File: config.mk
export PLATFORM = sky130hd
export DESIGN_NAME = rss_ready_select
export DESIGN_NICKNAME = d
export VERILOG_FILES = /design/src/inc/rss_pkg.sv /design/src/hdl/rss_ready_select.sv
export SDC_FILE = /design/constraint.sdc
export NUM_CORES = 1
export LEC_CHECK = 0
export ABC_AREA = 1
export BUFFER_PORTS_ARGS = -buffer_cell sky130_fd_sc_hd__buf_4
export CORE_MARGIN = 3
export CORE_UTILIZATION = 40
export CTS_CLUSTER_SIZE = 14
export DETAILED_ROUTE_END_ITERATION = 10
export SLEW_MARGIN = 20
export SYNTH_ARGS = -nofsm -noshare
export SYNTH_HDL_FRONTEND = slang
export SYNTH_SLANG_ARGS = --single-unit
File: constraint.sdc
create_clock -name pclk -period 2.98 [get_ports pclk]
set_input_delay 0.298 -clock pclk [delete_from_list [all_inputs] [get_ports pclk]]
set_output_delay 0.298 -clock pclk [all_outputs]
set_load 0.05 [all_outputs]
File: src/inc/rss_pkg.sv
// Package for the ready-source selector of the emulator probe.
// Assumes a 20-bit processor address, an APB slave with 8-bit byte addresses.
package rss_pkg;

	// ------------------------------------------------------------
	// Register offsets (byte addresses)
	// ------------------------------------------------------------
	localparam logic [7:0] RSS_OFF_CTRL    = 8'h00;
	localparam logic [7:0] RSS_OFF_MEM_MAP = 8'h04;
	localparam logic [7:0] RSS_OFF_IO_MAP  = 8'h08;
	localparam logic [7:0] RSS_OFF_BRK_REQ = 8'h0c;
	localparam logic [7:0] RSS_OFF_STATUS  = 8'h10;
	localparam logic [7:0] RSS_OFF_INT_CLR = 8'h14;
	localparam logic [7:0] RSS_OFF_INT_EN  = 8'h18;
	localparam logic [7:0] RSS_OFF_WR_LO   = 8'h20;
	localparam logic [7:0] RSS_OFF_WR_HI   = 8'h30;

	// ------------------------------------------------------------
	// Field positions
	// ------------------------------------------------------------
	localparam int RSS_CTRL_COMBINE_BIT = 0;
	localparam int RSS_CTRL_RESUME_BIT  = 1;
	localparam int RSS_ST_HALT_EV_BIT   = 0;
	localparam int RSS_ST_OVFL_EV_BIT   = 1;
	localparam int RSS_ST_HALTED_BIT    = 8;
	localparam int RSS_ST_BUSY_BIT      = 9;
	localparam int RSS_ST_SRC_LSB       = 12;
	localparam int RSS_BRK_OUT_LSB      = 4;

	// ------------------------------------------------------------
	// Sizes and reset values
	// ------------------------------------------------------------
	localparam int          RSS_NUM_WR        = 4;
	localparam int          RSS_NUM_EV        = 2;
	localparam int          RSS_ADDR_W        = 20;
	localparam logic        RSS_COMBINE_RST   = 1'b0;
	localparam logic [31:0] RSS_MEM_MAP_RST   = 32'h0000_0000;
	localparam logic [15:0] RSS_IO_MAP_RST    = 16'h0000;
	localparam logic [2:0]  RSS_BRK_CNT_RST   = 3'h0;
	localparam logic [19:0] RSS_WR_ADDR_RST   = 20'h0_0000;

	// Mapping codes held two bits per 64K block of memory
	localparam logic [1:0] RSS_MAP_TARGET = 2'h0;
	localparam logic [1:0] RSS_MAP_HS     = 2'h1;
	localparam logic [1:0] RSS_MAP_OHS    = 2'h2;
	localparam logic [1:0] RSS_MAP_SYSBUS = 2'h3;

	// ------------------------------------------------------------
	// Types
	// ------------------------------------------------------------
	typedef enum logic [2:0] {
		RSS_SRC_TGT_MEM = 3'b000,
		RSS_SRC_HS_MEM  = 3'b001,
		RSS_SRC_OHS_MEM = 3'b010,
		RSS_SRC_SB_MEM  = 3'b011,
		RSS_SRC_TGT_IO  = 3'b100,
		RSS_SRC_SB_IO   = 3'b101
	} rss_src_t;

	typedef enum logic [0:0] {
		RSS_IDLE = 1'b0,
		RSS_BUSY = 1'b1
	} rss_state_t;

	typedef struct packed {
		logic                  io;
		logic [RSS_ADDR_W-1:0] addr;
	} rss_cycle_t;

	typedef struct packed {
		logic target_ready;
		logic high_speed_mem_ready;
		logic optional_high_speed_mem_ready;
		logic system_bus_mem_ready;
		logic system_bus_io_ready;
	} rss_ready_in_t;

endpackage

File: src/hdl/rss_ready_select.sv
// Ready-source selector with word recognizers and an APB register file.
// Assumes the processor raises cyc_start for one cycle only while no cycle is open,
// and that all inputs are synchronous to pclk.
//
// Notes on behaviour
// - Combine on, emulator mapping: processor ready is target ready AND emulator ready.
// - Combine off: ready comes from the mapped resource only.
// - Combine bit is write data bit 0, one means on; reset off.
// - Five ready origins, one chosen per cycle from the address map.
// - Combine on, emulator memory: wait for both target and memory ready.
// - Combine off, emulator memory: target ready is ignored.
// - Combine off, non-target mapping: cycle ends on the mapped resource's ready.
// - Each recognizer below the break count compares its pattern to the bus; a match halts emulation.
// - Flag an error when a break needs more recognizers than exist.
// - Target-mapped cycles use only the target ready, whatever combine says.
`timescale 1ns/100ps

module rss_ready_select (
	// Clock and reset
	input  wire logic                  pclk,
	input  wire logic                  presetn,
	// APB slave
	input  wire logic                  psel,
	input  wire logic                  penable,
	input  wire logic                  pwrite,
	input  wire logic [7:0]            paddr,
	input  wire logic [31:0]           pwdata,
	output logic      [31:0]           prdata,
	output logic                       pready,
	output logic                       pslverr,
	// Processor bus cycle
	input  wire logic                  cyc_start,
	input  wire rss_pkg::rss_cycle_t   cyc_info,
	input  wire rss_pkg::rss_ready_in_t ready_in,
	output logic                       proc_ready,
	// Emulation control
	output logic                       halt_emulation,
	output logic                       irq
);
	import rss_pkg::*;

	// ------------------------------------------------------------
	// Register bus decode
	// ------------------------------------------------------------
	logic                        setup_ph;
	logic                        wr_en;
	logic                        hit_ctrl;
	logic                        hit_mem_map;
	logic                        hit_io_map;
	logic                        hit_brk;
	logic                        hit_status;
	logic                        hit_int_clr;
	logic                        hit_int_en;
	logic                        hit_wr_lo;
	logic                        hit_wr_hi;
	logic                        addr_ok;
	logic [1:0]                  wr_idx;

	assign setup_ph    = psel & ~penable;
	assign wr_en       = psel & penable & pwrite & addr_ok;
	assign hit_ctrl    = (paddr == RSS_OFF_CTRL);
	assign hit_mem_map = (paddr == RSS_OFF_MEM_MAP);
	assign hit_io_map  = (paddr == RSS_OFF_IO_MAP);
	assign hit_brk     = (paddr == RSS_OFF_BRK_REQ);
	assign hit_status  = (paddr == RSS_OFF_STATUS);
	assign hit_int_clr = (paddr == RSS_OFF_INT_CLR);
	assign hit_int_en  = (paddr == RSS_OFF_INT_EN);
	assign hit_wr_lo   = (paddr[7:4] == RSS_OFF_WR_LO[7:4]) & (paddr[1:0] == 2'h0);
	assign hit_wr_hi   = (paddr[7:4] == RSS_OFF_WR_HI[7:4]) & (paddr[1:0] == 2'h0);
	assign wr_idx      = paddr[3:2];
	assign addr_ok     = hit_ctrl | hit_mem_map | hit_io_map | hit_brk | hit_status
	                   | hit_int_clr | hit_int_en | hit_wr_lo | hit_wr_hi;

	// Zero wait states; unmapped addresses answer with an error
	assign pready  = 1'b1;
	assign pslverr = psel & penable & ~addr_ok;

	// ------------------------------------------------------------
	// Configuration registers
	// ------------------------------------------------------------
	logic                        combine_reg;
	logic [31:0]                 mem_map_reg;
	logic [15:0]                 io_map_reg;
	logic [2:0]                  brk_cnt_reg;
	logic [RSS_NUM_WR-1:0]       brk_out_reg;
	logic [RSS_NUM_EV-1:0]       int_en_reg;
	logic [RSS_ADDR_W-1:0]       wr_lo_reg [RSS_NUM_WR];
	logic [RSS_ADDR_W-1:0]       wr_hi_reg [RSS_NUM_WR];
	logic                        brk_wr;
	logic                        brk_too_many;
	logic                        resume_wr;

	assign brk_wr       = wr_en & hit_brk;
	// Any count beyond the recognizer pool is refused and flagged
	assign brk_too_many = brk_wr & (pwdata[2:0] > 3'(RSS_NUM_WR));
	assign resume_wr    = wr_en & hit_ctrl & pwdata[RSS_CTRL_RESUME_BIT];

	always_ff @(posedge pclk or negedge presetn) begin
		if (!presetn) begin
			combine_reg <= RSS_COMBINE_RST;
			mem_map_reg <= RSS_MEM_MAP_RST;
			io_map_reg  <= RSS_IO_MAP_RST;
			int_en_reg  <= '0;
		end else if (wr_en) begin
			if (hit_ctrl)
				combine_reg <= pwdata[RSS_CTRL_COMBINE_BIT];
			if (hit_mem_map)
				mem_map_reg <= pwdata;
			if (hit_io_map)
				io_map_reg <= pwdata[15:0];
			if (hit_int_en)
				int_en_reg <= pwdata[RSS_NUM_EV-1:0];
		end
	end

	always_ff @(posedge pclk or negedge presetn) begin
		if (!presetn) begin
			brk_cnt_reg <= RSS_BRK_CNT_RST;
			brk_out_reg <= '0;
		end else if (brk_wr && !brk_too_many) begin
			brk_cnt_reg <= pwdata[2:0];
			brk_out_reg <= pwdata[RSS_BRK_OUT_LSB +: RSS_NUM_WR];
		end
	end

	// ------------------------------------------------------------
	// Address map decode and source selection
	// ------------------------------------------------------------
	logic [1:0]                  mem_code;
	logic                        io_sysbus;
	rss_src_t                    src_dec;
	rss_src_t                    src_reg;
	logic                        comb_lat_reg;
	rss_state_t                  state_reg;
	rss_state_t                  state_next;

	// One 64K block per two-bit code, one 4K-port block per I/O bit
	assign mem_code  = mem_map_reg[{cyc_info.addr[19:16], 1'b0} +: 2];
	assign io_sysbus = io_map_reg[cyc_info.addr[15:12]];

	always_comb begin
		src_dec = RSS_SRC_TGT_MEM;
		if (cyc_info.io)
			src_dec = io_sysbus ? RSS_SRC_SB_IO : RSS_SRC_TGT_IO;
		else begin
			case (mem_code)
				RSS_MAP_HS:     src_dec = RSS_SRC_HS_MEM;
				RSS_MAP_OHS:    src_dec = RSS_SRC_OHS_MEM;
				RSS_MAP_SYSBUS: src_dec = RSS_SRC_SB_MEM;
				default:        src_dec = RSS_SRC_TGT_MEM;
			endcase
		end
	end

	// ------------------------------------------------------------
	// Ready merging
	// ------------------------------------------------------------
	logic                        mapped_ready;
	logic                        sel_ready;
	logic                        tgt_src;

	assign tgt_src = (src_reg == RSS_SRC_TGT_MEM) || (src_reg == RSS_SRC_TGT_IO);

	always_comb begin
		case (src_reg)
			RSS_SRC_HS_MEM:  mapped_ready = ready_in.high_speed_mem_ready;
			RSS_SRC_OHS_MEM: mapped_ready = ready_in.optional_high_speed_mem_ready;
			RSS_SRC_SB_MEM:  mapped_ready = ready_in.system_bus_mem_ready;
			RSS_SRC_SB_IO:   mapped_ready = ready_in.system_bus_io_ready;
			default:         mapped_ready = ready_in.target_ready;
		endcase
	end

	// Target mappings never see the combine setting; with combine off the target
	// ready is dropped, so a slow target can clash with the probe on the data bus.
	assign sel_ready = tgt_src     ? ready_in.target_ready :
	                   comb_lat_reg ? (ready_in.target_ready & mapped_ready) :
	                                  mapped_ready;

	assign proc_ready = (state_reg == RSS_BUSY) & sel_ready;

	// ------------------------------------------------------------
	// Cycle tracking
	// ------------------------------------------------------------
	always_comb begin
		case (state_reg)
			RSS_IDLE: state_next = cyc_start ? RSS_BUSY : RSS_IDLE;
			RSS_BUSY: state_next = sel_ready ? RSS_IDLE : RSS_BUSY;
			default:  state_next = RSS_IDLE;
		endcase
	end

	always_ff @(posedge pclk or negedge presetn) begin
		if (!presetn) begin
			state_reg    <= RSS_IDLE;
			src_reg      <= RSS_SRC_TGT_MEM;
			comb_lat_reg <= RSS_COMBINE_RST;
		end else begin
			state_reg <= state_next;
			// Latched once so a map or combine write mid-cycle cannot glitch ready
			if (state_reg == RSS_IDLE && cyc_start) begin
				src_reg      <= src_dec;
				comb_lat_reg <= combine_reg;
			end
		end
	end

	// ------------------------------------------------------------
	// Word recognizers
	// ------------------------------------------------------------
	logic [RSS_NUM_WR-1:0]       wr_match;
	logic                        any_match;

	for (genvar i = 0; i < RSS_NUM_WR; i++) begin : g_wr
		logic in_range;
		assign in_range    = (cyc_info.addr >= wr_lo_reg[i]) && (cyc_info.addr <= wr_hi_reg[i]);
		assign wr_match[i] = (3'(i) < brk_cnt_reg) & (in_range ^ brk_out_reg[i]);

		always_ff @(posedge pclk or negedge presetn) begin
			if (!presetn) begin
				wr_lo_reg[i] <= RSS_WR_ADDR_RST;
				wr_hi_reg[i] <= RSS_WR_ADDR_RST;
			end else if (wr_en && wr_idx == 2'(i)) begin
				if (hit_wr_lo)
					wr_lo_reg[i] <= pwdata[RSS_ADDR_W-1:0];
				if (hit_wr_hi)
					wr_hi_reg[i] <= pwdata[RSS_ADDR_W-1:0];
			end
		end
	end

	// Patterns are compared only when a cycle opens, when the address is valid
	assign any_match = (state_reg == RSS_IDLE) & cyc_start & (|wr_match);

	logic                        halt_reg;

	always_ff @(posedge pclk or negedge presetn) begin
		if (!presetn)
			halt_reg <= 1'b0;
		else if (any_match)
			halt_reg <= 1'b1;
		else if (resume_wr)
			halt_reg <= 1'b0;
	end

	assign halt_emulation = halt_reg;

	// ------------------------------------------------------------
	// Interrupt status
	// ------------------------------------------------------------
	logic [RSS_NUM_EV-1:0]       ev_set;
	logic [RSS_NUM_EV-1:0]       ev_clr;
	logic [RSS_NUM_EV-1:0]       status_reg;

	assign ev_set[RSS_ST_HALT_EV_BIT] = any_match;
	assign ev_set[RSS_ST_OVFL_EV_BIT] = brk_too_many;
	assign ev_clr = (wr_en & hit_int_clr) ? pwdata[RSS_NUM_EV-1:0] : '0;

	// A new event wins over a clear in the same cycle
	always_ff @(posedge pclk or negedge presetn) begin
		if (!presetn)
			status_reg <= '0;
		else
			status_reg <= ev_set | (status_reg & ~ev_clr);
	end

	assign irq = |(status_reg & int_en_reg);

	// ------------------------------------------------------------
	// Read data
	// ------------------------------------------------------------
	logic [31:0]                 rd_mux;
	logic [31:0]                 rd_status;
	logic [31:0]                 prdata_reg;

	always_comb begin
		rd_status = '0;
		rd_status[RSS_NUM_EV-1:0]                 = status_reg;
		rd_status[RSS_ST_HALTED_BIT]              = halt_reg;
		rd_status[RSS_ST_BUSY_BIT]                = (state_reg == RSS_BUSY);
		rd_status[RSS_ST_SRC_LSB +: 3]            = src_reg;
	end

	always_comb begin
		rd_mux = '0;
		if (hit_ctrl)
			rd_mux[RSS_CTRL_COMBINE_BIT] = combine_reg;
		else if (hit_mem_map)
			rd_mux = mem_map_reg;
		else if (hit_io_map)
			rd_mux[15:0] = io_map_reg;
		else if (hit_brk) begin
			rd_mux[2:0]                            = brk_cnt_reg;
			rd_mux[RSS_BRK_OUT_LSB +: RSS_NUM_WR]  = brk_out_reg;
		end else if (hit_status)
			rd_mux = rd_status;
		else if (hit_int_en)
			rd_mux[RSS_NUM_EV-1:0] = int_en_reg;
		else if (hit_wr_lo)
			rd_mux[RSS_ADDR_W-1:0] = wr_lo_reg[wr_idx];
		else if (hit_wr_hi)
			rd_mux[RSS_ADDR_W-1:0] = wr_hi_reg[wr_idx];
	end

	// Captured in the setup phase so the access phase returns a flopped word
	always_ff @(posedge pclk or negedge presetn) begin
		if (!presetn)
			prdata_reg <= '0;
		else if (setup_ph && !pwrite)
			prdata_reg <= rd_mux;
	end

	assign prdata = prdata_reg;

endmodule

==> metrics.txt <==
core area=38900 sq um; clock buffer count from CTS=30; asr flop ratio synth=1.00; top cell type's share of synthesized area=0.407; layout cells sized above 1=0.0910; number of remaining DRC errors=0; Crit-path slowest cell=dfrtp_1; largest net degree at the start of global routing=67; R2R Setup Slk=0.20 ns; CTS sink cnt=258; top-level I/O count=109; Setup Skew=0.0311 ns; Hold Vio Cnt, Final=0; vias=14500; GP Congestion=0.911; Resized Gates After CTS=0; # diodes=0; gr usage total=0.243; Synth Net Count=2328; Mapped Avg Cell Area=7.57 sq um; Hold Path End=src_reg[1]$_DFFE_PN0P_; sequential-to-total area share from yosys stat=0.407; Worst-path clk slew=0.06 ns; number of enable flip-flop cells after synthesis=0; Seq pwr share=0.430; crit-path leading delay family=simple AND/OR/NAND/NOR gates; first-pass GRT wire length=79.7 mm; CP bufs+invs=2; Final Non-Filler Cells=2739; CP Launch Point=wr_hi_reg[59]$_DFFE_PN0P_; CP max FO=2; top post-synthesis cells by count=nand2_1, inv_1, o21ai_0; CP required=3.44 ns; FF-to-FF path depth=16; Switching Share=0.269; Max-cap violations=0; ANT nets after route=0; Arr. time, crit path=3.24 ns; final worst path period share=0.934; Pre-antenna DRT Iters=8; drt via density=5.28; crit-path cells=inv_1 > ha_1 > nand2_1 > nor2_1 > nand2_1 > nor2_1 > nand2_1 > nand3_1 > nand2_1 > nand2_1 > nand2_1 > nand3_1 > nand2_1 > o21ai_0 > buf_4 > nand2_1; Syn Inst Count=2096; dominant cell type by area after synthesis=dfrtp_1; Worst R2R End=status_reg[0]$_DFF_PN0_; XOR/XNOR Fraction of Synth Area=0; placed cells=2670; worst hold start=cyc_info[18]; Hold Buf Count CTS=15; worst-case clock buffer depth=3; 1st-iter DRT viols=1224; Comb power frac=0.118; largest cells by area after synthesis=dfrtp_1, nand2_1, ha_1; area grow syn2layout=16.2%; leakage power=8.73 nW; endpoints failing setup=0; adder-cell share of the synthesized area=0.126; synthesized area=15900 sq um; Port-buffer cells=107; Seq cells post-synth=258; most common flop cell mapped by yosys=dfrtp_1; critical path's largest stage delay=0.35 ns; Compound-Gate Fraction of Synth Area=0.176; Post-CTS Setup Bufs=0; Worst Hold Class=in2reg; setup TNS=0 ns; Pwr Density=451 nW/um^2; overall power=0.00832 W; Synth cell types=41; CTS tree=built; H-Tree Depth=1; Clock Tree Root=clkbuf_16; Die Area=42100 sq um; fraction of synthesized area in multiplexers=0; RSZ-0062 raised after global routing=false; Worst setup SP type=register; Switch Pwr=0.00224 W; DP HPWL=37.1 mm; run status=finished clean; most used cell along the critical path=nand2_1; WL final=50.9 mm; Setup CP Type=reg2reg; Internal=0.00608 W; simple-gate share of the synthesized area=0.197; Clock power frac=0.451; nets@finish=2431; Max Transition Viols Final=0; worst vdd ir=0.000449 V; Clock Latency Late Sink=0.60 ns; fmax=359 MHz; initial antenna violation count=0; Hold Path Depth=3; Slew @ Worst Pin=1.00 ns; vias in the first global route=14100; main combinational cell family by area after synthesis=simple AND/OR/NAND/NOR gates; cell with the most instances after synthesis=nand2_1; initial core utilization=0.408; final worst path period need=2.78 ns; Die X=205 um; Die Y=205 um; Yosys Warn Count=0; GRT overflow=0; RR Startpoint=wr_hi_reg[59]$_DFFE_PN0P_; Setup crit end kind=register; DR WL/cell=18.6 um; Slew HR=0.330; Site Rows=72
==> per-stage QoR <==
stage,hold slack (ns),setup slack [ns],instance area [sq um],util
3_5_place_dp,0.306,0.143,17300,0.444
5_1_grt,0.156,0.0704,18400,0.474
6_report,0.150,0.195,18400,0.474
2_1_floorplan,0.00241,0.797,15900,-
4_1_cts,0.119,0.199,18400,0.474
3_3_place_gp,0.310,0.155,17300,0.444
==> worst min-delay path, cell delays in order <==
cell	delay, ns
buf_4	0.17
a21oi_1	0.14
o41ai_1	0.08
==> logic make-up after synthesis <==
family,count (synthesis)
buf+inv,381
compound gates,514
fa+ha+maj,160
other cells,1
simple gates,782
flops,258
==> placed cells by master (no fill, tap or decap), types with 6 or more instances in the layout <==
| cell type | n |
|---|---|
| nand2_1 | 597 |
| nor3_1 | 7 |
| a21o_1 | 8 |
| nand3_1 | 49 |
| o221ai_1 | 6 |
| o22ai_1 | 66 |
| inv_1 | 293 |
| nand4_1 | 9 |
| dlygate4sd3_1 | 15 |
| dfrtp_1 | 258 |
| o21ai_0 | 269 |
| clkinv_2 | 7 |
| clkbuf_16 | 30 |
| a21oi_1 | 88 |
| nor2_1 | 106 |
| buf_4 | 136 |
| o21ai_1 | 47 |
| o2111ai_1 | 9 |
| a22oi_1 | 6 |
| ha_1 | 160 |
| clkbuf_8 | 8 |
==> cell type report <==
cell class	count	area [sq um]
clock buffers	43	880
clock inverters	11	133
fillers	3948	20500
inverters	295	1110
multi-input cells	1457	7930
flip-flops and latches	258	6460
well taps	518	648
repair buffers	157	1290
==> routing by layer <==
metal,wire length (um),share of wire,vias up,track usage
li1,-,-,7055,-
met1,23300,0.46,6794,0.348
met2,22300,0.44,534,0.382
met3,3890,0.076,91,0.0367
met4,1350,0.027,0,0.0713
met5,0,0,-,0
==> worst max-delay path by stage <==
| stage | to | slack [ns] | cells after the start |
|---|---|---|---|
| floorplan | wr_lo_reg[9]$_DFFE_PN0P_ | 0.80 | 12 |
| global placement | halt_emulation$_DFFE_PN0P_ | 0.16 | 14 |
| detailed placement | halt_emulation$_DFFE_PN0P_ | 0.14 | 14 |
| CTS | status_reg[0]$_DFF_PN0_ | 0.20 | 14 |
| global route | halt_emulation$_DFFE_PN0P_ | 0.07 | 16 |
| finish | status_reg[0]$_DFF_PN0_ | 0.20 | 16 |
==> power groups by stage <==
stage	Combinational, W	Clock, W	Sequential (W)
finish	0.000985	0.00376	0.00358
global route	0.00110	0.00399	0.00358
CTS	0.000985	0.00384	0.00358
detailed placement	0.000966	0	0.00364
global placement	0.000943	0	0.00364
floorplan	0.000494	0	0.00365
Note: power is estimated with default switching activity, not from simulation.
